## config.mk

```make
export PLATFORM = sky130hd
export DESIGN_NAME = peripheral_irq_aggregation
export DESIGN_NICKNAME = d
export VERILOG_FILES = /design/src/rtl/irq_aggr_pkg.sv /design/src/rtl/peripheral_irq_aggregation.sv
export SDC_FILE = /design/constraint.sdc
export NUM_CORES = 2
export LEC_CHECK = 0
export BUFFER_PORTS_ARGS = -buffer_cell sky130_fd_sc_hd__buf_2
export CELL_PAD_IN_SITES_DETAIL_PLACEMENT = 0
export CELL_PAD_IN_SITES_GLOBAL_PLACEMENT = 1
export CORE_AREA = 2 2 442 444
export DETAILED_ROUTE_END_ITERATION = 12
export DIE_AREA = 0 0 444 446
export PLACE_DENSITY = 0.57
export SKIP_CTS_REPAIR_TIMING = 1
export SYNTH_ARGS = -nofsm -noshare
export SYNTH_HDL_FRONTEND = slang
export SYNTH_SLANG_ARGS = --single-unit
```

## constraint.sdc

```tcl
create_clock -name core_clk -period 130.9 [get_ports core_clk]
set_input_delay 13.09 -clock core_clk [delete_from_list [all_inputs] [get_ports core_clk]]
set_output_delay 13.09 -clock core_clk [all_outputs]
set_load 0.05 [all_outputs]
```

## src/rtl/irq_aggr_pkg.sv

```systemverilog
package irq_aggr_pkg;

  // line and flag geometry
  localparam int NUM_LINES   = 25;
  localparam int FLAG_W      = 8;
  localparam int CTRL_W      = 32;
  localparam int PRIO_REGS   = 8;
  localparam int PRIO_W      = 8;
  localparam int LINE_IDX_W  = 5;
  localparam int PRIO_IDX_W  = 3;

  // peripheral group sizes
  localparam int NUM_SYS     = 7;
  localparam int NUM_SERIAL  = 6;
  localparam int NUM_TIMER   = 8;
  localparam int NUM_ANALOG  = 4;

  // fixed line numbers of the system units
  localparam int LINE_POWER_MANAGER   = 0;
  localparam int LINE_SYSTEM_CONTROL  = 1;
  localparam int LINE_WATCHDOG        = 2;
  localparam int LINE_RT_COUNTER      = 3;
  localparam int LINE_EXT_IRQ_CTRL    = 4;
  localparam int LINE_NVM_CTRL        = 5;
  localparam int LINE_EVENT_SYSTEM    = 6;
  localparam int LINE_SYS_BASE        = LINE_POWER_MANAGER;

  // first line of each numbered group
  localparam int LINE_SERIAL_BASE     = 7;
  localparam int LINE_TIMER_BASE      = 13;

  // analog group lines
  localparam int LINE_ADC             = 21;
  localparam int LINE_ANALOG_CMP      = 22;
  localparam int LINE_DAC             = 23;
  localparam int LINE_TOUCH_CTRL      = 24;
  localparam int LINE_ANALOG_BASE     = LINE_ADC;

  // reset values
  localparam logic [FLAG_W-1:0] FLAG_RESET   = 8'h00;
  localparam logic [FLAG_W-1:0] ENABLE_RESET = 8'h00;
  localparam logic [CTRL_W-1:0] PEND_RESET   = 32'h0000_0000;
  localparam logic [CTRL_W-1:0] LINE_EN_RESET = 32'h0000_0000;
  localparam logic [CTRL_W-1:0] PRIO_RESET   = 32'h0000_0000;

  // software write to one peripheral's flag and enable registers
  typedef struct packed {
    logic                  wr;
    logic [LINE_IDX_W-1:0] unit;
    logic [FLAG_W-1:0]     flag_clr;
    logic [FLAG_W-1:0]     en_set;
    logic [FLAG_W-1:0]     en_clr;
  } unit_write_t;

  // software write to the nested vector controller
  typedef struct packed {
    logic [CTRL_W-1:0]     pend_set;
    logic [CTRL_W-1:0]     pend_clr;
    logic [CTRL_W-1:0]     ena_set;
    logic [CTRL_W-1:0]     ena_clr;
    logic                  prio_wr;
    logic [PRIO_IDX_W-1:0] prio_idx;
    logic [CTRL_W-1:0]     prio_data;
  } vctl_write_t;

endpackage

```

## src/rtl/peripheral_irq_aggregation.sv

```systemverilog
module peripheral_irq_aggregation (
  input  wire logic                                      core_clk,
  input  wire logic                                      rst_b,
  input  wire logic [irq_aggr_pkg::NUM_SYS-1:0][irq_aggr_pkg::FLAG_W-1:0]    sys_cond,
  input  wire logic [irq_aggr_pkg::NUM_SERIAL-1:0][irq_aggr_pkg::FLAG_W-1:0] serial_cond,
  input  wire logic [irq_aggr_pkg::NUM_TIMER-1:0][irq_aggr_pkg::FLAG_W-1:0]  timer_cond,
  input  wire logic [irq_aggr_pkg::NUM_ANALOG-1:0][irq_aggr_pkg::FLAG_W-1:0] analog_cond,
  input  wire logic                                      ext_nmi_cond,
  input  wire irq_aggr_pkg::unit_write_t                 unit_wr,
  input  wire irq_aggr_pkg::vctl_write_t                 vctl_wr,
  output logic [irq_aggr_pkg::NUM_LINES-1:0][irq_aggr_pkg::FLAG_W-1:0] flag_q,
  output logic [irq_aggr_pkg::NUM_LINES-1:0][irq_aggr_pkg::FLAG_W-1:0] enable_q,
  output logic [irq_aggr_pkg::NUM_LINES-1:0]             unit_req,
  output logic [irq_aggr_pkg::CTRL_W-1:0]                pending_q,
  output logic [irq_aggr_pkg::CTRL_W-1:0]                line_enable_q,
  output logic [irq_aggr_pkg::PRIO_REGS-1:0][irq_aggr_pkg::CTRL_W-1:0] priority_q,
  output logic                                           nmi_req,
  output logic                                           active_valid_q,
  output logic [irq_aggr_pkg::LINE_IDX_W-1:0]            active_line_q
);

  localparam int NL = irq_aggr_pkg::NUM_LINES;
  localparam int FW = irq_aggr_pkg::FLAG_W;
  localparam int CW = irq_aggr_pkg::CTRL_W;
  localparam int PW = irq_aggr_pkg::PRIO_W;

  logic [NL-1:0][FW-1:0] cond;
  logic [NL-1:0][FW-1:0] flag_d;
  logic [NL-1:0][FW-1:0] enable_d;
  logic [CW-1:0]         pending_d;
  logic [CW-1:0]         line_enable_d;
  logic [irq_aggr_pkg::PRIO_REGS-1:0][CW-1:0] priority_d;
  logic [CW-1:0]         req_wide;
  logic [CW-1:0]         candidate;
  logic                  active_valid_d;
  logic [irq_aggr_pkg::LINE_IDX_W-1:0] active_line_d;
  logic [PW-1:0]         best_prio;
  logic [CW*PW-1:0]      prio_flat;

  // fixed routing of each peripheral group onto its lines
  always_comb begin
    cond = '0;
    for (int i = 0; i < irq_aggr_pkg::NUM_SYS; i++) begin
      cond[irq_aggr_pkg::LINE_SYS_BASE + i] = sys_cond[i];
    end
    for (int i = 0; i < irq_aggr_pkg::NUM_SERIAL; i++) begin
      cond[irq_aggr_pkg::LINE_SERIAL_BASE + i] = serial_cond[i];
    end
    for (int i = 0; i < irq_aggr_pkg::NUM_TIMER; i++) begin
      cond[irq_aggr_pkg::LINE_TIMER_BASE + i] = timer_cond[i];
    end
    for (int i = 0; i < irq_aggr_pkg::NUM_ANALOG; i++) begin
      cond[irq_aggr_pkg::LINE_ANALOG_BASE + i] = analog_cond[i];
    end
  end

  // per-peripheral flag and enable state
  always_comb begin
    flag_d   = flag_q;
    enable_d = enable_q;
    for (int u = 0; u < NL; u++) begin
      if (unit_wr.wr && (unit_wr.unit == u[irq_aggr_pkg::LINE_IDX_W-1:0])) begin
        flag_d[u]   = flag_d[u] & ~unit_wr.flag_clr;
        enable_d[u] = enable_d[u] | unit_wr.en_set;
        enable_d[u] = enable_d[u] & ~unit_wr.en_clr;
      end
      // condition sets flag; applied last so a new event beats the clear
      flag_d[u] = flag_d[u] | cond[u];
    end
  end

  always_ff @(posedge core_clk) begin
    if (!rst_b) begin
      flag_q   <= {NL{irq_aggr_pkg::FLAG_RESET}};
      enable_q <= {NL{irq_aggr_pkg::ENABLE_RESET}};
    end else begin
      flag_q   <= flag_d;
      enable_q <= enable_d;
    end
  end

  // merged request per peripheral
  always_comb begin
    for (int u = 0; u < NL; u++) begin
      unit_req[u] = |(flag_q[u] & enable_q[u]);
    end
  end

  assign nmi_req = ext_nmi_cond;

  assign req_wide = {{(CW-NL){1'b0}}, unit_req};

  // controller pending, enable and priority state
  always_comb begin
    pending_d     = (pending_q & ~vctl_wr.pend_clr) | vctl_wr.pend_set | req_wide;
    line_enable_d = (line_enable_q | vctl_wr.ena_set) & ~vctl_wr.ena_clr;
    priority_d    = priority_q;
    if (vctl_wr.prio_wr) begin
      priority_d[vctl_wr.prio_idx] = vctl_wr.prio_data;
    end
  end

  always_ff @(posedge core_clk) begin
    if (!rst_b) begin
      pending_q     <= irq_aggr_pkg::PEND_RESET;
      line_enable_q <= irq_aggr_pkg::LINE_EN_RESET;
      priority_q    <= {irq_aggr_pkg::PRIO_REGS{irq_aggr_pkg::PRIO_RESET}};
    end else begin
      pending_q     <= pending_d;
      line_enable_q <= line_enable_d;
      priority_q    <= priority_d;
    end
  end

  // lowest priority value wins, ties go to the lower line number
  assign prio_flat = priority_q;

  always_comb begin
    candidate      = pending_q & line_enable_q;
    active_valid_d = 1'b0;
    active_line_d  = '0;
    best_prio      = '1;
    for (int l = 0; l < NL; l++) begin
      if (candidate[l] &&
          (!active_valid_d || (prio_flat[l*PW +: PW] < best_prio))) begin
        active_valid_d = 1'b1;
        active_line_d  = l[irq_aggr_pkg::LINE_IDX_W-1:0];
        best_prio      = prio_flat[l*PW +: PW];
      end
    end
  end

  always_ff @(posedge core_clk) begin
    if (!rst_b) begin
      active_valid_q <= 1'b0;
      active_line_q  <= '0;
    end else begin
      active_valid_q <= active_valid_d;
      active_line_q  <= active_line_d;
    end
  end
endmodule // peripheral_irq_aggregation

```

# Word level (Yosys, flattened, before mapping)
# Index checks and enable logic that the tools add are counted.
# W data, S select, Z words.
dict set report word_totals {
  register_bits 726
  out_inout_bits 752
  input_bits 397
  elab_cells 475
}
dict set report op_classes {
  bitwise_logic 136
  mux 101
  n_eq_ne 24
  order_cmp 26
  n_reduce_logical 125
}
# operator count
set op_table {}
lappend op_table {{$and A8 B8 Y8} 75}
lappend op_table {{$or A8 B8 Y8} 50}
lappend op_table {{$mux W8} 49}
lappend op_table {{$bwmux W256} 1}
lappend op_table {{$reduce_or A8 Y1} 25}
lappend op_table {{$lt A8 B8 Y1} 24}
lappend op_table {{$mux W5} 23}
lappend op_table {{$demux W32 S3} 1}
lappend op_table {{$and A32 B32 Y32} 2}
lappend op_table {{$not A32 Y32} 2}
lappend op_table {{$or A32 B32 Y32} 2}
lappend op_table {{$logic_and A1 B1 Y1} 50}
lappend op_table {{$eq A5 B5 Y1 const B} 9}
lappend op_table {{$eq A5 B4 Y1 const B} 8}
lappend op_table {{$mux W32} 1}
lappend op_table {{$or A32 B25 Y32} 1}
lappend op_table {{$mux W1} 26}
lappend op_table {{$and A25 B25 Y25} 1}
lappend op_table {{$logic_not A1 Y1} 24}
lappend op_table {{$logic_or A1 B1 Y1} 24}
lappend op_table {{$eq A5 B3 Y1 const B} 4}
lappend op_table {{$not A8 Y8} 2}
lappend op_table {{$eq A5 B2 Y1 const B} 2}
lappend op_table {{$eq A5 B1 Y1 const B} 1}
lappend op_table {{5 further kinds} 5}

# Longest topological paths before layout
dict set report logic_depth {
  depth_word 98
  mapped_depth 291
  mapped_depth_nobuf 262
}

# Worst setup path before layout
# No wires, ideal clock.
dict set report synth_timing {
  path_kind {reg2reg}
  start {register line_enable_q[0] (netlist bit)}
  end {register active_line_q[2] (netlist bit)}
  setup_time_ns 0.139
  stages_incl_launch_ff 269
  t_arrival_ns 46.900
  path_slack_ns 83.861
  path_buffers 31
  required_time_ns 130.761
  synth_period_minus_slack_ns 47.039
  path_cell_list {dfxtp_1 nand2_1 clkbuf_1 nor2_1 ha_1 o2111ai_1 a31oi_1 nor2_1 a21oi_4 clkbuf_1 nor2_1 a21oi_1 inv_1 ha_1 a21o_1 a21oi_1 o2111ai_1 a31oi_1 [... 233 more ...] nand2_1 nand2_1 nand3_1 or2_2 buf_1 and2_1 buf_6 mux2_4 ha_1 a21o_1 a21oi_1 o21ai_0 nor2_1 nor2_1 nor2_1 a21boi_0 a41oi_1 a41oi_1}
}
dict set report synth_between {
  elab_chain_len 98
  word_cells_on_any_way 167
  cone_classes {24 x order compare; 69 x mux; 1 x bitwise; 73 x reduce/logical}
}
# item line_no
set synth_lines {}
lappend synth_lines {{from (decl)} peripheral_irq_aggregation.sv:15} ;# output logic [irq_aggr_pkg::CTRL_W-1:0] line_enable_q,
lappend synth_lines {{from (signal assigned)} peripheral_irq_aggregation.sv:106} ;# line_enable_q <= irq_aggr_pkg::LINE_EN_RESET;
lappend synth_lines {{from (signal assigned)} peripheral_irq_aggregation.sv:110} ;# line_enable_q <= line_enable_d;
lappend synth_lines {{$and A25 B25 Y25 *} peripheral_irq_aggregation.sv:119} ;# candidate = pending_q & line_enable_q;
lappend synth_lines {{$mux W8 / $mux W1 (equally long branches)} peripheral_irq_aggregation.sv:124} ;# if (candidate[l] &&
lappend synth_lines {{$lt A8 B8 Y1 / $logic_not A1 Y1 (equally long branches)} peripheral_irq_aggregation.sv:125} ;# (!active_valid_d || (prio_flat[l*PW +: PW] < best_prio))) begin
lappend synth_lines {{$logic_or A1 B1 Y1} peripheral_irq_aggregation.sv:125}
lappend synth_lines {{$logic_and A1 B1 Y1} peripheral_irq_aggregation.sv:124}
lappend synth_lines {{$mux W8 / $mux W1 (equally long branches)} peripheral_irq_aggregation.sv:124}
lappend synth_lines {{$lt A8 B8 Y1 / $logic_not A1 Y1 (equally long branches)} peripheral_irq_aggregation.sv:125}
lappend synth_lines {{$logic_or A1 B1 Y1} peripheral_irq_aggregation.sv:125}
lappend synth_lines {{[... 82 more ...]} --}
lappend synth_lines {{$lt A8 B8 Y1 / $logic_not A1 Y1 (equally long branches)} peripheral_irq_aggregation.sv:125}
lappend synth_lines {{$logic_or A1 B1 Y1} peripheral_irq_aggregation.sv:125}
lappend synth_lines {{$logic_and A1 B1 Y1} peripheral_irq_aggregation.sv:124}
lappend synth_lines {{$mux W8 / $mux W1 (equally long branches)} peripheral_irq_aggregation.sv:124}
lappend synth_lines {{$lt A8 B8 Y1 / $logic_not A1 Y1 (equally long branches)} peripheral_irq_aggregation.sv:125}
lappend synth_lines {{$logic_or A1 B1 Y1} peripheral_irq_aggregation.sv:125}
lappend synth_lines {{$logic_and A1 B1 Y1} peripheral_irq_aggregation.sv:124}
lappend synth_lines {{$reduce_or A2 Y1 (no source line)} --}
lappend synth_lines {{to (signal assigned)} peripheral_irq_aggregation.sv:139} ;# active_line_q <= active_line_d;
lappend synth_lines {{to (decl)} peripheral_irq_aggregation.sv:19} ;# output logic [irq_aggr_pkg::LINE_IDX_W-1:0] active_line_q
# Mark *: on every way between the ends. The rest lies on a longest branch, timed or not.
# A chain may end at the register's enable or synchronous reset.

# Final worst setup path
dict set report layout_timing {
  start {register pending_q[0] (netlist bit)}
  end {register active_line_q[2] (netlist bit)}
}
dict set report layout_between {
  elab_chain_len 98
  word_cells_on_any_way 167
  cone_classes {24 x order compare; 69 x mux; 1 x bitwise; 73 x reduce/logical}
}
# item line_no
set layout_lines {}
lappend layout_lines {{from (decl)} peripheral_irq_aggregation.sv:14} ;# output logic [irq_aggr_pkg::CTRL_W-1:0] pending_q,
lappend layout_lines {{from (signal assigned)} peripheral_irq_aggregation.sv:105} ;# pending_q <= irq_aggr_pkg::PEND_RESET;
lappend layout_lines {{from (signal assigned)} peripheral_irq_aggregation.sv:109} ;# pending_q <= pending_d;
lappend layout_lines {{$and A25 B25 Y25 *} peripheral_irq_aggregation.sv:119}
lappend layout_lines {{$mux W8 / $mux W1 (equally long branches)} peripheral_irq_aggregation.sv:124}
lappend layout_lines {{$lt A8 B8 Y1 / $logic_not A1 Y1 (equally long branches)} peripheral_irq_aggregation.sv:125}
lappend layout_lines {{$logic_or A1 B1 Y1} peripheral_irq_aggregation.sv:125}
lappend layout_lines {{$logic_and A1 B1 Y1} peripheral_irq_aggregation.sv:124}
lappend layout_lines {{$mux W8 / $mux W1 (equally long branches)} peripheral_irq_aggregation.sv:124}
lappend layout_lines {{$lt A8 B8 Y1 / $logic_not A1 Y1 (equally long branches)} peripheral_irq_aggregation.sv:125}
lappend layout_lines {{$logic_or A1 B1 Y1} peripheral_irq_aggregation.sv:125}
lappend layout_lines {{[... 82 more ...]} --}
lappend layout_lines {{$lt A8 B8 Y1 / $logic_not A1 Y1 (equally long branches)} peripheral_irq_aggregation.sv:125}
lappend layout_lines {{$logic_or A1 B1 Y1} peripheral_irq_aggregation.sv:125}
lappend layout_lines {{$logic_and A1 B1 Y1} peripheral_irq_aggregation.sv:124}
lappend layout_lines {{$mux W8 / $mux W1 (equally long branches)} peripheral_irq_aggregation.sv:124}
lappend layout_lines {{$lt A8 B8 Y1 / $logic_not A1 Y1 (equally long branches)} peripheral_irq_aggregation.sv:125}
lappend layout_lines {{$logic_or A1 B1 Y1} peripheral_irq_aggregation.sv:125}
lappend layout_lines {{$logic_and A1 B1 Y1} peripheral_irq_aggregation.sv:124}
lappend layout_lines {{$reduce_or A2 Y1 (no source line)} --}
# Marked as above.

==> key figures <==
Route
  – Vias: roughly 40000
  – Total iterations of the first detailed-routing run: 6
  – DRC viols: 0
  – Wire length per cell: between 20 and 30 um
  – Vias per cell: between 4 and 5
  – Post-route ant nets: 0
  – WL final: ~220000 um
  – Starting DRT DRC Count: 3084

Worst setup path
  – Worst setup EP type: flip-flop
  – CP max FO: 25
  – Kind of critical path: reg -> reg
  – Critical path data required time: approximately 130 ns
  – Slowest library cell on the worst path: o211ai_1
  – Worst setup SP type: flip-flop
  – CP max stage delay: 0.85 ns
  – Most frequent cell on the critical path: a21oi_1
  – Arrival @ worst endpoint: between 50 and 60 ns

STA
  – Final Max Slew Viols: 0
  – Final count of negative-setup-slack endpoints: 0
  – Skew final: ~0.048 ns
  – FMAX: about 0.018 GHz
  – Setup_tns: 0 ns
  – Final Hold Vio Count: 0
  – Rel. slew slack: 0.2011
  – Final period util: 0.4136
  – Post-route minimum period: about 54 ns
  – Slew @ Worst Pin: 1.195 ns
  – Post-route setup slack: 76.76 ns
  – WHS: between 0.4 and 0.5 ns
  – RSZ-0062 raised after global routing: false

Floorplan
  – Top-Level Pins: about 1100
  – Vert. Die Dim: 446 um
  – Initial core utilization: 0.1922
  – Core Box Area: ~190000 um^2
  – Row cnt: around 160
  – Die Wd: between 400 and 500 um
  – Die footprint: roughly 200000 um^2

Place
  – I/O Buffers: about 1100
  – RePlAce Congestion: roughly 0.9
  – Dpl hpwl: between 150000 and 200000 um
  – Place WS: between 70 and 80 ns

Synth
  – Number of synthesized flops with an enable pin: 0
  – Syn Nets: roughly 5400
  – Mean Syn Cell Area: 7.557 um^2
  – Register area share after synthesis: 0.3906
  – Top_reg_cell synth: dfxtp_1
  – Async set or reset register ratio after synthesis: 0
  – Mapped cell area: between 30000 and 40000 um^2
  – Synth cell types: around 110
  – Seq cells post-synth: 726
  – Post-Synthesis Cells: a little under 5000
  – Yosys warns: 0

Global routing
  – First-pass GRT wire length: 304800 um
  – Vias in the first global route: 38244
  – Total track usage: 0.2147
  – Antenna violations before repair: 27
  – Total congestion overflow: 0
  – Largest net degree at the start of global routing: approximately 150

Power
  – Power, Total: 0.6403 mW
  – PD cells: approximately 13 nW/um^2
  – Leakage: roughly 21 nW
  – Worst vdd ir: approximately 9.5 uV

Job
  – Max-cap violations: 0

CTS
  – Clock Latency Late Sink: around 0.74 ns
  – Root Buffer: clkbuf_16
  – CTS max path bufs: 3
  – H-tree Lvls: 3
  – CTS clock-pin slew for the worst setup and hold paths: 0.06 ns
  – CTS Buf Count: 94
  – CTS tree: done
  – Clk sinks: ~730

Cells and area
  – Core Util, Final: 0.2506
  – Fraction of layout cells with a size suffix above 1: 0.2443
  – Most frequent cells in the layout: 1256 x nand2_1, 1146 x buf_2, 726 x dfxtp_1
  – Area of the multi-input gates: about 21000 um^2
  – # nets final: 6399
  – FILL cells: approximately 22000
  – Area delta synth->final: 30.38%
  – Register area: around 15000 um^2
  – Most common cell after layout, fill and taps aside: nand2_1

Min path
  – Min-delay worst type: reg -> reg

Outcome
  – Status: finished, final reports clean
==> power breakdown <==
group / total, mW / switching [mW] / internal, mW
logic: 0.123 / 0.0876 / 0.0349
registers: 0.240 / 0.0106 / 0.229
clock network: 0.278 / 0.113 / 0.165
total: 0.640 / 0.212 / 0.429
==> layout make-up <==
| cell class | instances | share of cell area |
|---|---|---|
| well taps | 2542 | 0.06556 |
| inverters | 140 | 0.01083 |
| repair buffers | 1195 | 0.1260 |
| diodes | 11 | 0.0005674 |
| flip-flops and latches | 726 | 0.2996 |
| clock inverters | 38 | 0.01179 |
| clock buffers | 131 | 0.05509 |
| multi-input cells | 3721 | 0.4306 |
==> sequential cells by signal, summed over array words and instances, names as in the netlist <==
register	cells
priority_q	256
active_valid_q	1
pending_q	32
flag_q	200
active_line_q	5
enable_q	200
line_enable_q	32
==> worst max-delay path, delay by kind of cell, from the launching register on <==
kind                       cells  cell delay [ns]
adders and majority gates     24             6.84
buffers and inverters         20             1.79
and+or+nand+nor               82            15.37
muxes                          9             3.66
DFF                            1             0.81
AOI/OAI and AO/OA            105            25.34
==> per-stage QoR <==
| stage | cells | area [um^2] |
|---|---|---|
| 2_1_floorplan | 4924 | 37210 |
| 3_3_place_gp | 8323 | 45240 |
| 3_5_place_dp | 8323 | 45240 |
| 4_1_cts | 8492 | 48480 |
| 5_1_grt | 8497 | 48500 |
| 6_report | 8504 | 48510 |
==> final timing paths <==
| check | from | end | slack, ns | cells after the start |
|---|---|---|---|---|
| max reg2reg | pending_q[0]$_SDFF_PN0_ | active_line_q[2]$_SDFF_PP0_ | 76.76 | 240 |
| min | priority_q[233]$_SDFFE_PN0P_ | priority_q[233]$_SDFFE_PN0P_ | 0.46 | 2 |
| max | pending_q[0]$_SDFF_PN0_ | active_line_q[2]$_SDFF_PP0_ | 76.76 | 240 |
| min reg2reg | priority_q[233]$_SDFFE_PN0P_ | priority_q[233]$_SDFFE_PN0P_ | 0.46 | 2 |
==> cell usage after synthesis, types with 26 or more instances <==
master	number	area, um^2
nor2b_1	254	1589
nand4_1	50	312.8
a21boi_0	270	2027
o31a_1	29	254.0
a22oi_1	106	795.8
nand3_1	32	160.2
inv_1	140	525.5
mux2i_1	41	410.4
ha_1	124	1551
o21ai_0	103	515.5
clkbuf_2	50	250.2
nor2_1	396	1486
buf_1	49	183.9
nand2_1	1257	4718
a21o_1	48	360.4
dfxtp_1	726	14530
clkbuf_1	222	833.3
a21oi_1	554	2773
nor3b_1	33	247.7
mux2_2	26	292.8
==> routing by layer <==
layer,GRT usage,part of all wire
met3,0.04507,0.060
met4,0.07714,0.038
met1,0.2488,0.40
met5,0,0.00026
met2,0.3870,0.50
==> logic make-up after synthesis <==
family,share of synthesized area
and+or+nand+nor,0.2506
adders and majority gates,0.04684
xor gates and xnor gates,0.003027
muxes,0.02135
buffers and inverters,0.05084
AOI/OAI and AO/OA,0.2367
DFF,0.3906
No activity file was read; power rests on OpenSTA's default activity.
